$ cat config.mk
export PLATFORM = sky130hd
export DESIGN_NAME = sst_tree
export DESIGN_NICKNAME = d
export VERILOG_FILES = /design/src/rtl/sst_pkg.sv /design/src/rtl/sst_node.sv /design/src/rtl/sst_queue.sv /design/src/rtl/sst_tree.sv
export SDC_FILE = /design/constraint.sdc
export NUM_CORES = 2
export LEC_CHECK = 0
export BUFFER_PORTS_ARGS = -buffer_cell sky130_fd_sc_hd__buf_2
export CORE_MARGIN = 2
export CORE_UTILIZATION = 33
export DETAILED_ROUTE_END_ITERATION = 8
export GPL_ROUTABILITY_DRIVEN = 0
export PLACE_DENSITY = 0.44
export SETUP_SLACK_MARGIN = 0.02
export SKIP_LAST_GASP = 1
export SYNTH_ARGS = -nofsm -noshare
export SYNTH_HDL_FRONTEND = slang
export SYNTH_SLANG_ARGS = --single-unit
export TNS_END_PERCENT = 100
$ cat constraint.sdc
create_clock -name clk_sys -period 9.35 [get_ports clk_sys]
set_input_delay 1.87 -clock clk_sys [delete_from_list [all_inputs] [get_ports clk_sys]]
set_output_delay 1.87 -clock clk_sys [all_outputs]
set_load 0.02 [all_outputs]
$ cat src/rtl/sst_pkg.sv
/*
 Shared constants and types of the status event tree: register map,
 field codes, reset values, event pool indices and the carrier structs.
 Assumes a single 100 MHz clock domain and a plain strobe register port.
*/
package sst_pkg;

	localparam int SST_W = 15;
	typedef logic [14:0] sst_bits_t;

	// Per-node register view
	typedef struct packed {
		sst_bits_t event_r;
		sst_bits_t cond;
		sst_bits_t enable;
		sst_bits_t ptr;
		sst_bits_t ntr;
	} sst_node_s;

	// Per-node configuration write
	typedef struct packed {
		logic wr;
		logic [2:0] fld;
		sst_bits_t data;
	} sst_cfg_s;

	// Field offsets inside a node window
	localparam logic [2:0] SST_FLD_EVENT = 3'h0;
	localparam logic [2:0] SST_FLD_COND = 3'h1;
	localparam logic [2:0] SST_FLD_ENABLE = 3'h2;
	localparam logic [2:0] SST_FLD_PTR = 3'h3;
	localparam logic [2:0] SST_FLD_NTR = 3'h4;

	// Register map (byte offsets on the register port)
	localparam logic [7:0] SST_NODE_OPER = 8'h00;
	localparam logic [7:0] SST_NODE_OPER_INST = 8'h08;
	localparam logic [7:0] SST_NODE_GCLO = 8'h10;
	localparam logic [7:0] SST_NODE_QUES = 8'h18;
	localparam logic [7:0] SST_NODE_QUES_INST = 8'h20;
	localparam logic [7:0] SST_ADDR_QUEUE_NEXT = 8'h28;
	localparam logic [7:0] SST_ADDR_CMD = 8'h29;
	localparam logic [7:0] SST_ADDR_QFILT = 8'h30;
	localparam logic [7:0] SST_ADDR_OPER_MAP = 8'h40;
	localparam logic [7:0] SST_ADDR_QUES_MAP = 8'h50;

	// Command register bits
	localparam int SST_CMD_CLS = 0;
	localparam int SST_CMD_PRESET = 1;

	// Reset values
	localparam sst_bits_t SST_EN_RST = 15'h7fff;
	localparam sst_bits_t SST_PTR_RST = 15'h7fff;
	localparam sst_bits_t SST_NTR_RST = 15'h0000;
	localparam sst_bits_t SST_INST_PTR_RST = 15'h7fff;
	localparam sst_bits_t SST_INST_NTR_RST = 15'h7fff;

	localparam int SST_SLOT_BIT = 13;

	// Event pool feeding the top-level map
	localparam logic [5:0] SST_POOL_OPER = 6'h00;
	localparam logic [5:0] SST_POOL_QUES = 6'h0f;
	localparam logic [5:0] SST_POOL_OPER_INST = 6'h1e;
	localparam logic [5:0] SST_POOL_QUES_INST = 6'h1f;
	localparam logic [5:0] SST_POOL_GCLO = 6'h20;

	// Reporting queue
	localparam int SST_QDEPTH = 8;
	localparam int SST_QFILT = 4;
	localparam int SST_QCODE_W = 16;
	localparam logic [15:0] SST_QEMPTY_CODE = 16'h0000;

	// Power-up source of a top-level bit
	function automatic logic [5:0] sst_map_rst(input logic ques, input int b);
		logic [5:0] base;
		base = ques ? SST_POOL_QUES : SST_POOL_OPER;
		if (b == SST_SLOT_BIT)
			return ques ? SST_POOL_QUES_INST : SST_POOL_OPER_INST;
		return base + 6'(b);
	endfunction

endpackage

$ cat src/rtl/sst_node.sv
/*
 One status node: condition, transition filters, latched events,
 enable mask and summary. Assumes condition inputs already synchronous.
*/
`timescale 1ns/1ps
`default_nettype none
module sst_node #(
	parameter sst_pkg::sst_bits_t PTR_RST = sst_pkg::SST_PTR_RST,
	parameter sst_pkg::sst_bits_t NTR_RST = sst_pkg::SST_NTR_RST
) (
	// Clock and reset
	input wire logic clk_sys,
	input wire logic resetn,
	// Monitored conditions
	input wire sst_pkg::sst_bits_t cond,
	// Software control
	input wire sst_pkg::sst_cfg_s cfg,
	input wire logic rd_evt,
	input wire logic cls,
	input wire logic preset,
	// State
	output var sst_pkg::sst_node_s view,
	output logic summary
);
	import sst_pkg::*;

	sst_bits_t prev_q, evt_q, evt_d, en_q, ptr_q, ntr_q;
	sst_bits_t rise, fall, set_bits;
	logic clr;

	assign rise = cond & ~prev_q & ptr_q;
	assign fall = ~cond & prev_q & ntr_q;
	assign set_bits = rise | fall;
	assign clr = rd_evt | cls;
	// A new event in the clearing cycle survives
	assign evt_d = (clr ? '0 : evt_q) | set_bits;
	assign summary = |(evt_q & en_q);
	assign view = '{event_r: evt_q, cond: cond, enable: en_q, ptr: ptr_q, ntr: ntr_q};

	always_ff @(posedge clk_sys or negedge resetn)
	begin
		if (!resetn)
		begin
			prev_q <= '0;
			evt_q <= '0;
		end
		else
		begin
			prev_q <= cond;
			evt_q <= evt_d;
		end
	end

	always_ff @(posedge clk_sys or negedge resetn)
	begin
		if (!resetn)
		begin
			en_q <= SST_EN_RST;
			ptr_q <= PTR_RST;
			ntr_q <= NTR_RST;
		end
		else if (preset)
			en_q <= SST_EN_RST;
		else if (cfg.wr)
		begin
			if (cfg.fld == SST_FLD_ENABLE)
				en_q <= cfg.data;
			if (cfg.fld == SST_FLD_PTR)
				ptr_q <= cfg.data;
			if (cfg.fld == SST_FLD_NTR)
				ntr_q <= cfg.data;
		end
	end

	a_evt_rise_set: assert property (@(posedge clk_sys) disable iff (!resetn)
		(|(cond & ~prev_q & ptr_q)) |=> (|(evt_q & $past(cond & ~prev_q & ptr_q))))
		else $error("rising condition did not latch event");
	a_evt_fall_set: assert property (@(posedge clk_sys) disable iff (!resetn)
		(|(~cond & prev_q & ntr_q)) |=> (|(evt_q & $past(~cond & prev_q & ntr_q))))
		else $error("falling condition did not latch event");
	a_evt_read_clear: assert property (@(posedge clk_sys) disable iff (!resetn)
		(rd_evt && set_bits == '0) |=> (evt_q == '0))
		else $error("event read did not clear");
	a_evt_cls_clear: assert property (@(posedge clk_sys) disable iff (!resetn)
		(cls && set_bits == '0) |=> (evt_q == '0))
		else $error("clear status left events");
	a_preset_all_ones: assert property (@(posedge clk_sys) disable iff (!resetn)
		preset |=> (en_q == SST_EN_RST))
		else $error("preset did not restore enable");
	a_summary_masked: assert property (@(posedge clk_sys) disable iff (!resetn)
		summary == (|(view.event_r & view.enable)))
		else $error("summary not masked OR of events");
endmodule
`default_nettype wire

$ cat src/rtl/sst_queue.sv
/*
 Filtered reporting queue of event and error codes: codes pass only when
 listed in an enabled filter entry; a read pops the oldest entry.
 Assumes pushes come from logic on the same clock.
*/
`timescale 1ns/1ps
`default_nettype none
module sst_queue (
	// Clock and reset
	input wire logic clk_sys,
	input wire logic resetn,
	// Code source
	input wire logic push,
	input wire logic [15:0] code,
	// Filter configuration: bit 16 marks an entry in use
	input wire logic filt_wr,
	input wire logic [1:0] filt_idx,
	input wire logic [16:0] filt_data,
	output logic [16:0] filt_view [sst_pkg::SST_QFILT],
	// Consumer
	input wire logic pop,
	input wire logic cls,
	output logic [15:0] head,
	output logic not_empty
);
	import sst_pkg::*;

	logic [15:0] mem_q [SST_QDEPTH];
	logic [16:0] filt_q [SST_QFILT];
	logic [2:0] rp_q, wp_q;
	logic [3:0] cnt_q;
	logic listed, full, do_push, do_pop;

	always_comb
	begin
		listed = 1'b0;
		for (int i = 0; i < SST_QFILT; i++)
			if (filt_q[i][16] && filt_q[i][15:0] == code)
				listed = 1'b1;
	end

	assign full = cnt_q == 4'(SST_QDEPTH);
	assign not_empty = cnt_q != 4'h0;
	assign do_push = push && listed && !full && !cls;
	assign do_pop = pop && not_empty && !cls;
	assign head = not_empty ? mem_q[rp_q] : SST_QEMPTY_CODE;
	assign filt_view = filt_q;

	always_ff @(posedge clk_sys or negedge resetn)
	begin
		if (!resetn)
		begin
			rp_q <= '0;
			wp_q <= '0;
			cnt_q <= '0;
		end
		else if (cls)
		begin
			rp_q <= '0;
			wp_q <= '0;
			cnt_q <= '0;
		end
		else
		begin
			rp_q <= rp_q + 3'(do_pop);
			wp_q <= wp_q + 3'(do_push);
			cnt_q <= cnt_q + 4'(do_push) - 4'(do_pop);
		end
	end

	always_ff @(posedge clk_sys)
		if (do_push)
			mem_q[wp_q] <= code;

	always_ff @(posedge clk_sys or negedge resetn)
	begin
		if (!resetn)
			for (int i = 0; i < SST_QFILT; i++)
				filt_q[i] <= '0;
		else if (filt_wr)
			filt_q[filt_idx] <= filt_data;
	end

	a_queue_filter_drop: assert property (@(posedge clk_sys) disable iff (!resetn)
		(push && !listed && !pop && !cls) |=> $stable(cnt_q))
		else $error("unlisted code entered the queue");
	a_queue_pop_oldest: assert property (@(posedge clk_sys) disable iff (!resetn)
		(pop && not_empty && !push && !cls) |=> (cnt_q == $past(cnt_q) - 4'h1))
		else $error("queue read did not remove entry");
endmodule
`default_nettype wire

$ cat src/rtl/sst_tree.sv
/*
 Top of the status event tree: five status nodes, the top-level event
 map, the filtered reporting queue and the software register port.
 Assumes slot summaries and ground closure lines arrive asynchronously,
 device conditions and queue codes come from logic on clk_sys.
*/
// Our own choices: the address map and strobed register access.
`timescale 1ns/1ps
`default_nettype none
// Function
// Reading an event register returns latched bits and clears them.
// Reading a condition register shows live state, changes nothing.
// Enable mask selects per bit which events reach the parent summary.
// Positive filter bit set: rising condition latches the event bit.
// Negative filter bit set: falling condition latches the event bit.
// Top level only: any event source may be mapped to any bit.
// Each per-slot summary register bit stands for one module slot.
// Per-slot register summary drives bit 13 of its parent.
// Each plug-in module keeps its own operational and questionable summaries.
// Ground closure node reflects the ground closure port lines.
// Preset sets every enable mask to all ones.
// Queue admits only explicitly enabled codes.
// Queue read returns and removes the oldest entry.
// Operation branch carries settling, calibration and running sequence events.
// Questionable branch carries conditions that may spoil signal quality.
// Clear status also clears every event register.
// Fifteen active bits, top bit zero; enables reset to 32767.
// Positive filters reset to all ones; slot registers design-defined.
// Negative filters reset to all zeros; slot registers design-defined.
// Summary is OR of event bits ANDed with enable bits.
module sst_tree (
	// Clock and reset
	input wire logic clk_sys,
	input wire logic resetn,
	// Register port
	input wire logic [7:0] addr,
	input wire logic [15:0] wdata,
	input wire logic wr,
	input wire logic rd,
	output logic [15:0] rdata,
	// Device conditions
	input wire sst_pkg::sst_bits_t oper_cond_in,
	input wire sst_pkg::sst_bits_t ques_cond_in,
	// Plug-in slot summaries, asynchronous
	input wire sst_pkg::sst_bits_t slot_oper_sum,
	input wire sst_pkg::sst_bits_t slot_ques_sum,
	// Ground closure port lines, asynchronous
	input wire sst_pkg::sst_bits_t ground_closure_lines,
	// Error and event codes
	input wire logic code_push,
	input wire logic [15:0] code_in,
	// Summaries
	output logic oper_summary,
	output logic ques_summary,
	output logic queue_not_empty
);
	import sst_pkg::*;

	localparam int N_NODE = 5;
	localparam int ND_OPER = 0;
	localparam int ND_OPER_INST = 1;
	localparam int ND_GCLO = 2;
	localparam int ND_QUES = 3;
	localparam int ND_QUES_INST = 4;

	// Two-stage synchronisers for pin inputs
	sst_bits_t so_m_q, so_q, sq_m_q, sq_q, gc_m_q, gc_q;

	always_ff @(posedge clk_sys or negedge resetn)
	begin
		if (!resetn)
		begin
			so_m_q <= '0;
			so_q <= '0;
			sq_m_q <= '0;
			sq_q <= '0;
			gc_m_q <= '0;
			gc_q <= '0;
		end
		else
		begin
			so_m_q <= slot_oper_sum;
			so_q <= so_m_q;
			sq_m_q <= slot_ques_sum;
			sq_q <= sq_m_q;
			gc_m_q <= ground_closure_lines;
			gc_q <= gc_m_q;
		end
	end

	// Address decode
	logic [2:0] fld;
	logic [3:0] node_sel;
	logic in_nodes, is_cmd, is_qnext, is_qfilt, is_omap, is_qmap;
	assign fld = addr[2:0];
	assign node_sel = addr[6:3];
	assign in_nodes = addr < SST_ADDR_QUEUE_NEXT && fld <= SST_FLD_NTR;
	assign is_cmd = addr == SST_ADDR_CMD;
	assign is_qnext = addr == SST_ADDR_QUEUE_NEXT;
	assign is_qfilt = addr[7:2] == SST_ADDR_QFILT[7:2];
	assign is_omap = addr[7:4] == SST_ADDR_OPER_MAP[7:4] && addr[3:0] != 4'hf;
	assign is_qmap = addr[7:4] == SST_ADDR_QUES_MAP[7:4] && addr[3:0] != 4'hf;

	logic cls, preset;
	assign cls = wr && is_cmd && wdata[SST_CMD_CLS];
	assign preset = wr && is_cmd && wdata[SST_CMD_PRESET];

	// Node wiring
	sst_node_s view [N_NODE];
	sst_cfg_s cfg [N_NODE];
	sst_bits_t cond [N_NODE];
	logic [N_NODE-1:0] summ, rd_evt;

	for (genvar n = 0; n < N_NODE; n++)
	begin : g_dec
		assign cfg[n] = '{wr: wr && in_nodes && node_sel == 4'(n), fld: fld,
			data: wdata[14:0]};
		assign rd_evt[n] = rd && in_nodes && node_sel == 4'(n)
			&& fld == SST_FLD_EVENT;
	end

	// Slot bits are one slot each, ground closure bits one port line each, all after the two-stage synchronisers
	assign cond[ND_OPER_INST] = so_q;
	assign cond[ND_QUES_INST] = sq_q;
	assign cond[ND_GCLO] = gc_q;

	// Top-level event map
	logic [5:0] omap_q [SST_W];
	logic [5:0] qmap_q [SST_W];
	logic [63:0] pool;
	assign pool = {31'h0000_0000, summ[ND_GCLO], summ[ND_QUES_INST],
		summ[ND_OPER_INST], ques_cond_in, oper_cond_in};

	for (genvar b = 0; b < SST_W; b++)
	begin : g_map
		assign cond[ND_OPER][b] = pool[omap_q[b]];
		assign cond[ND_QUES][b] = pool[qmap_q[b]];
	end

	always_ff @(posedge clk_sys or negedge resetn)
	begin
		if (!resetn)
			for (int b = 0; b < SST_W; b++)
			begin
				omap_q[b] <= sst_map_rst(1'b0, b);
				qmap_q[b] <= sst_map_rst(1'b1, b);
			end
		else if (wr && is_omap)
			omap_q[addr[3:0]] <= wdata[5:0];
		else if (wr && is_qmap)
			qmap_q[addr[3:0]] <= wdata[5:0];
	end

	// Plain nodes take the standard filter defaults
	sst_node #(.PTR_RST(SST_PTR_RST), .NTR_RST(SST_NTR_RST)) u_oper (
		.clk_sys(clk_sys),
		.resetn(resetn),
		.cond(cond[ND_OPER]),
		.cfg(cfg[ND_OPER]),
		.rd_evt(rd_evt[ND_OPER]),
		.cls(cls),
		.preset(preset),
		.view(view[ND_OPER]),
		.summary(summ[ND_OPER])
	);
	sst_node #(.PTR_RST(SST_PTR_RST), .NTR_RST(SST_NTR_RST)) u_ques (
		.clk_sys(clk_sys),
		.resetn(resetn),
		.cond(cond[ND_QUES]),
		.cfg(cfg[ND_QUES]),
		.rd_evt(rd_evt[ND_QUES]),
		.cls(cls),
		.preset(preset),
		.view(view[ND_QUES]),
		.summary(summ[ND_QUES])
	);
	sst_node #(.PTR_RST(SST_PTR_RST), .NTR_RST(SST_NTR_RST)) u_gclo (
		.clk_sys(clk_sys),
		.resetn(resetn),
		.cond(cond[ND_GCLO]),
		.cfg(cfg[ND_GCLO]),
		.rd_evt(rd_evt[ND_GCLO]),
		.cls(cls),
		.preset(preset),
		.view(view[ND_GCLO]),
		.summary(summ[ND_GCLO])
	);
	// Slot nodes report both insertion and removal of a module
	sst_node #(.PTR_RST(SST_INST_PTR_RST), .NTR_RST(SST_INST_NTR_RST)) u_oper_inst (
		.clk_sys(clk_sys),
		.resetn(resetn),
		.cond(cond[ND_OPER_INST]),
		.cfg(cfg[ND_OPER_INST]),
		.rd_evt(rd_evt[ND_OPER_INST]),
		.cls(cls),
		.preset(preset),
		.view(view[ND_OPER_INST]),
		.summary(summ[ND_OPER_INST])
	);
	sst_node #(.PTR_RST(SST_INST_PTR_RST), .NTR_RST(SST_INST_NTR_RST)) u_ques_inst (
		.clk_sys(clk_sys),
		.resetn(resetn),
		.cond(cond[ND_QUES_INST]),
		.cfg(cfg[ND_QUES_INST]),
		.rd_evt(rd_evt[ND_QUES_INST]),
		.cls(cls),
		.preset(preset),
		.view(view[ND_QUES_INST]),
		.summary(summ[ND_QUES_INST])
	);

	assign oper_summary = summ[ND_OPER];
	assign ques_summary = summ[ND_QUES];

	// Reporting queue
	logic [16:0] filt_view [SST_QFILT];
	logic [15:0] q_head;
	logic [15:0] q_filt_code;
	logic [15:0] qcode_q;

	sst_queue u_queue (
		.clk_sys(clk_sys),
		.resetn(resetn),
		.push(code_push),
		.code(code_in),
		.filt_wr(wr && is_qfilt),
		.filt_idx(addr[1:0]),
		.filt_data({wdata[0], 16'h0000} | 17'(q_filt_code)),
		.filt_view(filt_view),
		.pop(rd && is_qnext),
		.cls(cls),
		.head(q_head),
		.not_empty(queue_not_empty)
	);

	// Filter codes are staged here first, so one write carries the in-use
	// flag in bit 0 while the full 16-bit code comes from the staging register
	assign q_filt_code = qcode_q;
	always_ff @(posedge clk_sys or negedge resetn)
	begin
		if (!resetn)
			qcode_q <= '0;
		else if (wr && addr == SST_ADDR_QFILT + 8'h04)
			qcode_q <= wdata;
	end

	// Read mux
	sst_node_s rv;
	logic [14:0] node_val;
	logic [15:0] rd_val;
	assign rv = view[node_sel < 4'(N_NODE) ? node_sel[2:0] : 3'h0];

	always_comb
	begin
		case (fld)
			SST_FLD_EVENT: node_val = rv.event_r;
			SST_FLD_COND: node_val = rv.cond;
			SST_FLD_ENABLE: node_val = rv.enable;
			SST_FLD_PTR: node_val = rv.ptr;
			SST_FLD_NTR: node_val = rv.ntr;
			default: node_val = '0;
		endcase
	end

	always_comb
	begin
		rd_val = '0;
		if (in_nodes)
			rd_val = {1'b0, node_val};
		else if (is_qnext)
			rd_val = q_head;
		else if (addr == SST_ADDR_QFILT + 8'h04)
			rd_val = qcode_q;
		else if (is_qfilt)
			rd_val = {filt_view[addr[1:0]][16], filt_view[addr[1:0]][14:0]};
		else if (is_omap)
			rd_val = {10'h000, omap_q[addr[3:0]]};
		else if (is_qmap)
			rd_val = {10'h000, qmap_q[addr[3:0]]};
	end

	logic [15:0] rdata_q;
	always_ff @(posedge clk_sys or negedge resetn)
	begin
		if (!resetn)
			rdata_q <= '0;
		else
			rdata_q <= rd ? rd_val : '0;
	end
	assign rdata = rdata_q;

	a_cond_read_pure: assert property (@(posedge clk_sys) disable iff (!resetn)
		(rd && in_nodes && fld == SST_FLD_COND) |=> (view[ND_OPER].event_r
			== ($past(view[ND_OPER].event_r) | view[ND_OPER].event_r)))
		else $error("condition read disturbed events");
	a_slot_bit13: assert property (@(posedge clk_sys) disable iff (!resetn)
		(omap_q[SST_SLOT_BIT] == SST_POOL_OPER_INST)
			|-> (cond[ND_OPER][SST_SLOT_BIT] == summ[ND_OPER_INST]))
		else $error("slot summary not on bit 13");
	a_slot_sync: assert property (@(posedge clk_sys) disable iff (!resetn)
		##2 (cond[ND_OPER_INST] == $past(slot_oper_sum, 2)))
		else $error("slot bit does not follow its slot");
	a_gclo_sync: assert property (@(posedge clk_sys) disable iff (!resetn)
		##2 (cond[ND_GCLO] == $past(ground_closure_lines, 2)))
		else $error("ground closure condition does not follow its lines");
	a_top_bit_zero: assert property (@(posedge clk_sys) disable iff (!resetn)
		(rd && in_nodes) |=> (rdata[15] == 1'b0))
		else $error("unused top bit read as one");
endmodule
`default_nettype wire

Yosys cells after proc, flatten, opt, wreduce, memory -nomap -nowiden:

Memories as Yosys holds them, arrays and structs flattened.
Cells that the tools add are included.

* register bits after elaboration: 755
* bits in writable memories: 128
* output and inout bits: 19
* logic and storage cells: 374
* memories: 1

* $add $sub $neg: 4
* order comparisons: 38
* eq/ne operators: 20
* mux-type cells: 114
* bitwise logic cells: 56
* reductions and logical operators: 71

Memories
* u_queue.mem_q: depth 8, width 16, read ports 1, clocked after Yosys merged registers in 0, write ports 1, line sst_queue.sv:28 `logic [15:0] mem_q [SST_QDEPTH];`

Operators with widths (number)
* 15-bit AND: 25
* 15-bit 2-to-1 mux: 16
* 75-bit binary-select mux with 3-bit select: 1
* 6-bit by 7-bit less-than comparator with 1-bit output, second input constant: 30
* 1-bit binary-select mux with 6-bit select: 30
* 90-bit bitwise mux: 2
* 75-bit 2-to-1 mux: 2
* 15-bit NOT: 10
* 15-bit OR: 10
* 16-bit 2-to-1 mux: 6
* 15-bit one-hot mux with 5 select lines: 1
* 15-bit OR reduction: 5
* 68-bit bitwise mux: 1
* 16-bit equality test: 4
* 17-bit 2-to-1 mux: 3
* 6-bit binary-select mux with 4-bit select: 2
* 6-bit 2-to-1 mux: 7
* 1-bit logical AND: 39
* 1-bit 2-to-1 mux: 36
* 17-bit binary-select mux with 2-bit select: 1
* 17-bit demux with 2-bit select: 1
* 3-bit AND reduction: 10
* 6-bit demux with 4-bit select: 1
* 8-bit by 6-bit equality test with 1-bit output, second input constant: 3
* other kinds (34): 57

Logic depth before layout (Yosys ltp):

* depth after elaboration: 12
* gate-level depth with buffers: 14

Modules after synthesis:

From an unflattened synthesis, not the netlist that was laid out.

* cells, all modules: 3680
* area, all modules: 49338.6 um^2

By module, submodules not included
* sst_tree: times used 1, cells each 2002, area each 24711.2 um^2
* sst_node at u_gclo ...: times used 3, cells each 232, area each 3145.5 um^2
* sst_queue: times used 1, cells each 518, area each 8862.2 um^2
* sst_node at u_oper_inst ...: times used 2, cells each 232, area each 3164.3 um^2

Worst setup path after synthesis:

No wires, ideal clock.

* path type: input-to-reg
* from: in code_in[14]
* to: mem u_queue.mem_q[1][0], enable pin
* arrival time: 4.513 ns
* data required time: 8.941 ns
* slack: 4.427 ns
* cell stages on the path: 9
* path buffers: 1
* path through: clkbuf_1 -> xor2_1 -> nor4_1 -> nand4_1 -> nor4_1 -> a31oi_1 -> a211o_1 -> or2_1 -> nor3_1

* cells in the longest elaborated chain, start to end: 11

RTL lines
* start, declared: line sst_tree.sv:51 `input wire logic [15:0] code_in,`
* 16-bit equality test: line sst_queue.sv:38 `if (filt_q[i][16] && filt_q[i][15:0] == code)`
* 1-bit logical AND: line sst_queue.sv:38
* 1-bit 2-to-1 mux (3 in series): line sst_queue.sv:38
* 1-bit 2-to-1 mux (*): line sst_queue.sv:38
* 1-bit logical AND (*) (3 in series): line sst_queue.sv:44 `assign do_push = push && listed && !full && !cls;`
* 1-bit 2-to-1 mux (*): line sst_queue.sv:72 `if (do_push)`
* 1-bit 2-to-1 mux (not written as such) (*): line sst_queue.sv:73 `mem_q[wp_q] <= code;`
* end, declared: line sst_queue.sv:28

Every way passes the cells marked *; elsewhere a longest branch is shown, timed or not.

Worst setup path in the final report:

* from: in addr[1]
* to: reg rdata_q[12], in the netlist rdata[12]

* cells in the longest elaborated chain, start to end: 9

RTL lines
* start, declared: line sst_tree.sv:36 `input wire logic [7:0] addr,`
* 2-bit NOT with 3-bit output (not written as such): line sst_tree.sv:275 `rd_val = {filt_view[addr[1:0]][16], filt_view[addr[1:0]][14:0]};`
* 17-bit binary-select mux with 2-bit select: line sst_tree.sv:275
* 17-bit 2-to-1 mux (not written as such) (2 in series): line sst_tree.sv:275
* 16-bit 2-to-1 mux: line sst_tree.sv:274 `else if (is_qfilt)`
* 16-bit 2-to-1 mux: line sst_tree.sv:272 `else if (addr == SST_ADDR_QFILT + 8'h04)`
* 16-bit 2-to-1 mux: line sst_tree.sv:270 `else if (is_qnext)`
* 16-bit 2-to-1 mux (*): line sst_tree.sv:268 `if (in_nodes)`
* 16-bit 2-to-1 mux (*): line sst_tree.sv:288 `rdata_q <= rd ? rd_val : '0;`
* end signal, assigned: line sst_tree.sv:288
* end, declared: line sst_tree.sv:282 `logic [15:0] rdata_q;`

Every way passes the cells marked *; elsewhere a longest branch is shown, timed or not. The select of a mux whose other input is x is not followed.
A chain may end at the register's enable or synchronous reset.

==> flow_summary_export.csv <==
group,metric,value,unit
run_status,status,"finished, final reports clean",
yosys,async_reset_ff_share,85.5,%
power_and_ir_drop,p_per_area,181,mW/mm²
clocking,clock_sinks,883,
global_route,grt_max_degree,119,
run,cap_violations,0,
routing,final_antenna_net_count,0,
timing,tightest_slew,1.33,ns
timing,fin_crit_sh,54.4,%
clocking,clkLatencyLatePin,0.78,ns
floorplan,io_pins,139,
min_path,hp-class,"reg2reg",
timing,finClkSkew,0.0557,ns
floorplan,rows,141,
timing,final_hold_viol_count,0,
clocking,root_buffer,"clkbuf_16",
yosys,ys_seq_elements,883,
critical_path,cpMaxStageDelayCell,"a2111oi_0",
critical_path,critPathArrivalTime,5.78,ns
floorplan,die_area,0.151,mm²
critical_path,cpPeakStageDelay,1.15,ns
timing,setup_viol,0,
placed_design,dp.final_hpwl,127000,µm
global_route,use_met2,39.6,%
critical_path,critical_path_buf_inv_count,3,
critical_path,crit-reg2reg-capture,"rdata[1]",
clocking,cts-buffers-inserted,105,
floorplan,start_util,33.2,%
timing,min_period,5.08,ns
clocking,cts-resized-gates,0,
power_and_ir_drop,peakVddDrop,0.146,mV
min_path,holdPathEnd,"so_q[13]",
clocking,ctsLongestPathBuffers,3,
clocking,htreeDepth,3,
power_and_ir_drop,total_leakage_power,21.1,nW
yosys,synth_flop_cell,"dfrtp_1",
timing,fmax,0.197,GHz
yosys,syn_avg_cell_area,12.3,µm²
critical_path,critPathTopFamily,"compound AO/OA/AOI/OAI gates",
global_route,grt.met1_usage,36.9,%
floorplan,fp.dieW,389,µm
layout,synthToLayoutAreaGrowth,12.3,%
yosys,ys_warn_count,0,
critical_path,crit_top_cell,"buf_4",
layout,fin_nets,4096,
critical_path,worstRegToRegCells,9,
critical_path,regToRegSetupSlack,5.14,ns
routing,vias,36223,
yosys,synth_area,0.0490,mm²
clocking,cts_hold_buffers,0,
critical_path,timing.rr.start,"u_oper_inst.en_q[11]",
routing,drc,0,
yosys,synth_cell_types,97,
critical_path,crit_chain,"buf_4, buf_4, nor2b_1, buf_4, nand2b_1, nor2_1, o21ai_0, a2111oi_0, o211a_1",
timing,finalSetupTns,0,ns
routing,viasPerCell,6.05,
floorplan,die_h,389,µm
yosys,synth_edf_count,128,
critical_path,cp.required,10.05,ns
global_route,antenna_found_initial,10,
min_path,hold_depth,0,
global_route,globalRoute.totalOverflow,0,
routing,wl_per_cell,33.0,µm
layout,drive_gt1_share,36.0,%
yosys,seq_area_frac_synth,47.1,%
placed_design,io_buffers,138,
yosys,netlist_instances,3989,
critical_path,start_kind,"input port",
global_route,busiest_layer,"met2",
critical_path,worstSetupPathType,"in2reg",
yosys,synth_nets,4120,
global_route,grt_pass1_wl,283000,µm
critical_path,worstPathMaxFanout,27,
timing,drv_slew,0,
clocking,cts_tree,"built",
clocking,clkTransAtPathRegs,0.06,ns
global_route,met3_usage,4.74,%
floorplan,core-area,0.147,mm²
timing,slew_headroom,9.30,%
clocking,post_cts_buffers,0,
power_and_ir_drop,finalPower,9.96,mW
timing,rsz0062_at_grt,"false",
routing,drtIter0Drc,4372,
routing,drt-total-wl,198000,µm
global_route,grt_usage,25.9,%
layout,fill_cells,14361,
critical_path,end_kind,"flip-flop",
routing,dr.pass1.iters,6,
min_path,holdCritStartpoint,"so_m_q[13]",
global_route,grt_pass1_vias,35758,
-- synth_stat cells (93+ instances only) --
cell type  number  area share, %
dfrtp_1       501             26
nand2_1       442            3.4
mux2_2        427            9.8
mux4_2        287             13
dfstp_2       254             14
clkbuf_1      233            1.8
mux2i_1       225            4.6
o21ai_0       154            1.6
edfxtp_1      128            7.8
a21oi_1       119            1.2
nor2_1        106           0.81
buf_2          93           0.95
o211ai_1       93            1.4
-- cell usage in the layout (no fill, tap or decap), drive strengths merged, types with 46 or more instances in the layout --
master | synthesis | final
dfstp | 254 | 254
inv | 70 | 73
xnor2 | 60 | 60
o21ai | 162 | 162
mux2 | 427 | 427
clkbuf | 235 | 145
o211ai | 93 | 93
buf | 149 | 253
nand2 | 443 | 443
mux2i | 225 | 225
a21oi | 122 | 122
nand3 | 46 | 46
nand3b | 83 | 83
edfxtp | 128 | 128
nor2 | 123 | 123
mux4 | 300 | 300
dfrtp | 501 | 501
-- stage by stage --
stage                     setup slack [ns]  utilization (%)  cell area [µm²]  hold WS [ns]  instances
final                                 4.27             37.3            55000         0.345       5991
after global routing                  4.32             37.3            55000         0.354       5988
after CTS                             4.51             37.3            55000         0.349       5988
after detailed placement              3.68             34.8            51300         0.335       5788
after global placement                3.58             34.8            51300         0.333       5788
after floorplan                       4.43                -            49000         0.331       3989
-- worst max path at each step --
| stage | startpoint | to | slack (ns) | cells past startpoint |
|---|---|---|---|---|
| detailed placement | addr[1] | rdata[12] | 3.68 | 9 |
| floorplan | code_in[14] | u_queue.mem_q[1][0] | 4.43 | 9 |
| global placement | addr[1] | rdata[12] | 3.58 | 9 |
| CTS | addr[1] | rdata[12] | 4.51 | 9 |
| finish | addr[1] | rdata[12] | 4.27 | 9 |
| global route | addr[3] | rdata[14] | 4.32 | 10 |
-- report_power, final --
group | switching (mW) | internal, mW | total (mW)
Clock | 1.82 | 2.51 | 4.32
Sequential | 0.265 | 4.10 | 4.37
Combinational | 0.790 | 0.484 | 1.27
-- registers in the layout (all words and copies together) (netlist names), 16 cells and up --
register           flops
omap_q                90
q_filt_code           16
qmap_q                90
rdata                 16
u_queue.filt_view     68
u_queue.mem_q        128
-- cells by family (layout without fill, tap and decap cells) --
kind of cell	Yosys count	in the layout	share of synthesized area (%)
flops	883	883	47.1
mux	952	952	28.3
simple gates	929	929	9.29
compound gates	692	692	9.75
xor+xnor	68	68	1.22
other cells	0	3	0
fa+ha+maj	11	11	0.296
buf+inv	454	523	4.05
-- layout make-up --
type                       instances  area, µm²  share of cell area (%)
inverter                          70        263                   0.478
timing repair buffer             253       1610                    2.93
clock inverter                    55        677                    1.23
multi-input combinational       2652      24000                    43.6
antenna                            3       7.51                  0.0137
clock buffer                     145       2960                    5.38
tap                             1930       2410                    4.39
sequential                       883      23100                    41.9
-- layer usage --
layer / part of all wire [%] / wire (µm)
met1: 44 / 87700
met4: 3.7 / 7300
met3: 7.1 / 14100
met5: 0.0061 / 12
met2: 45 / 88700
Note: power is estimated with default switching activity, not from simulation.
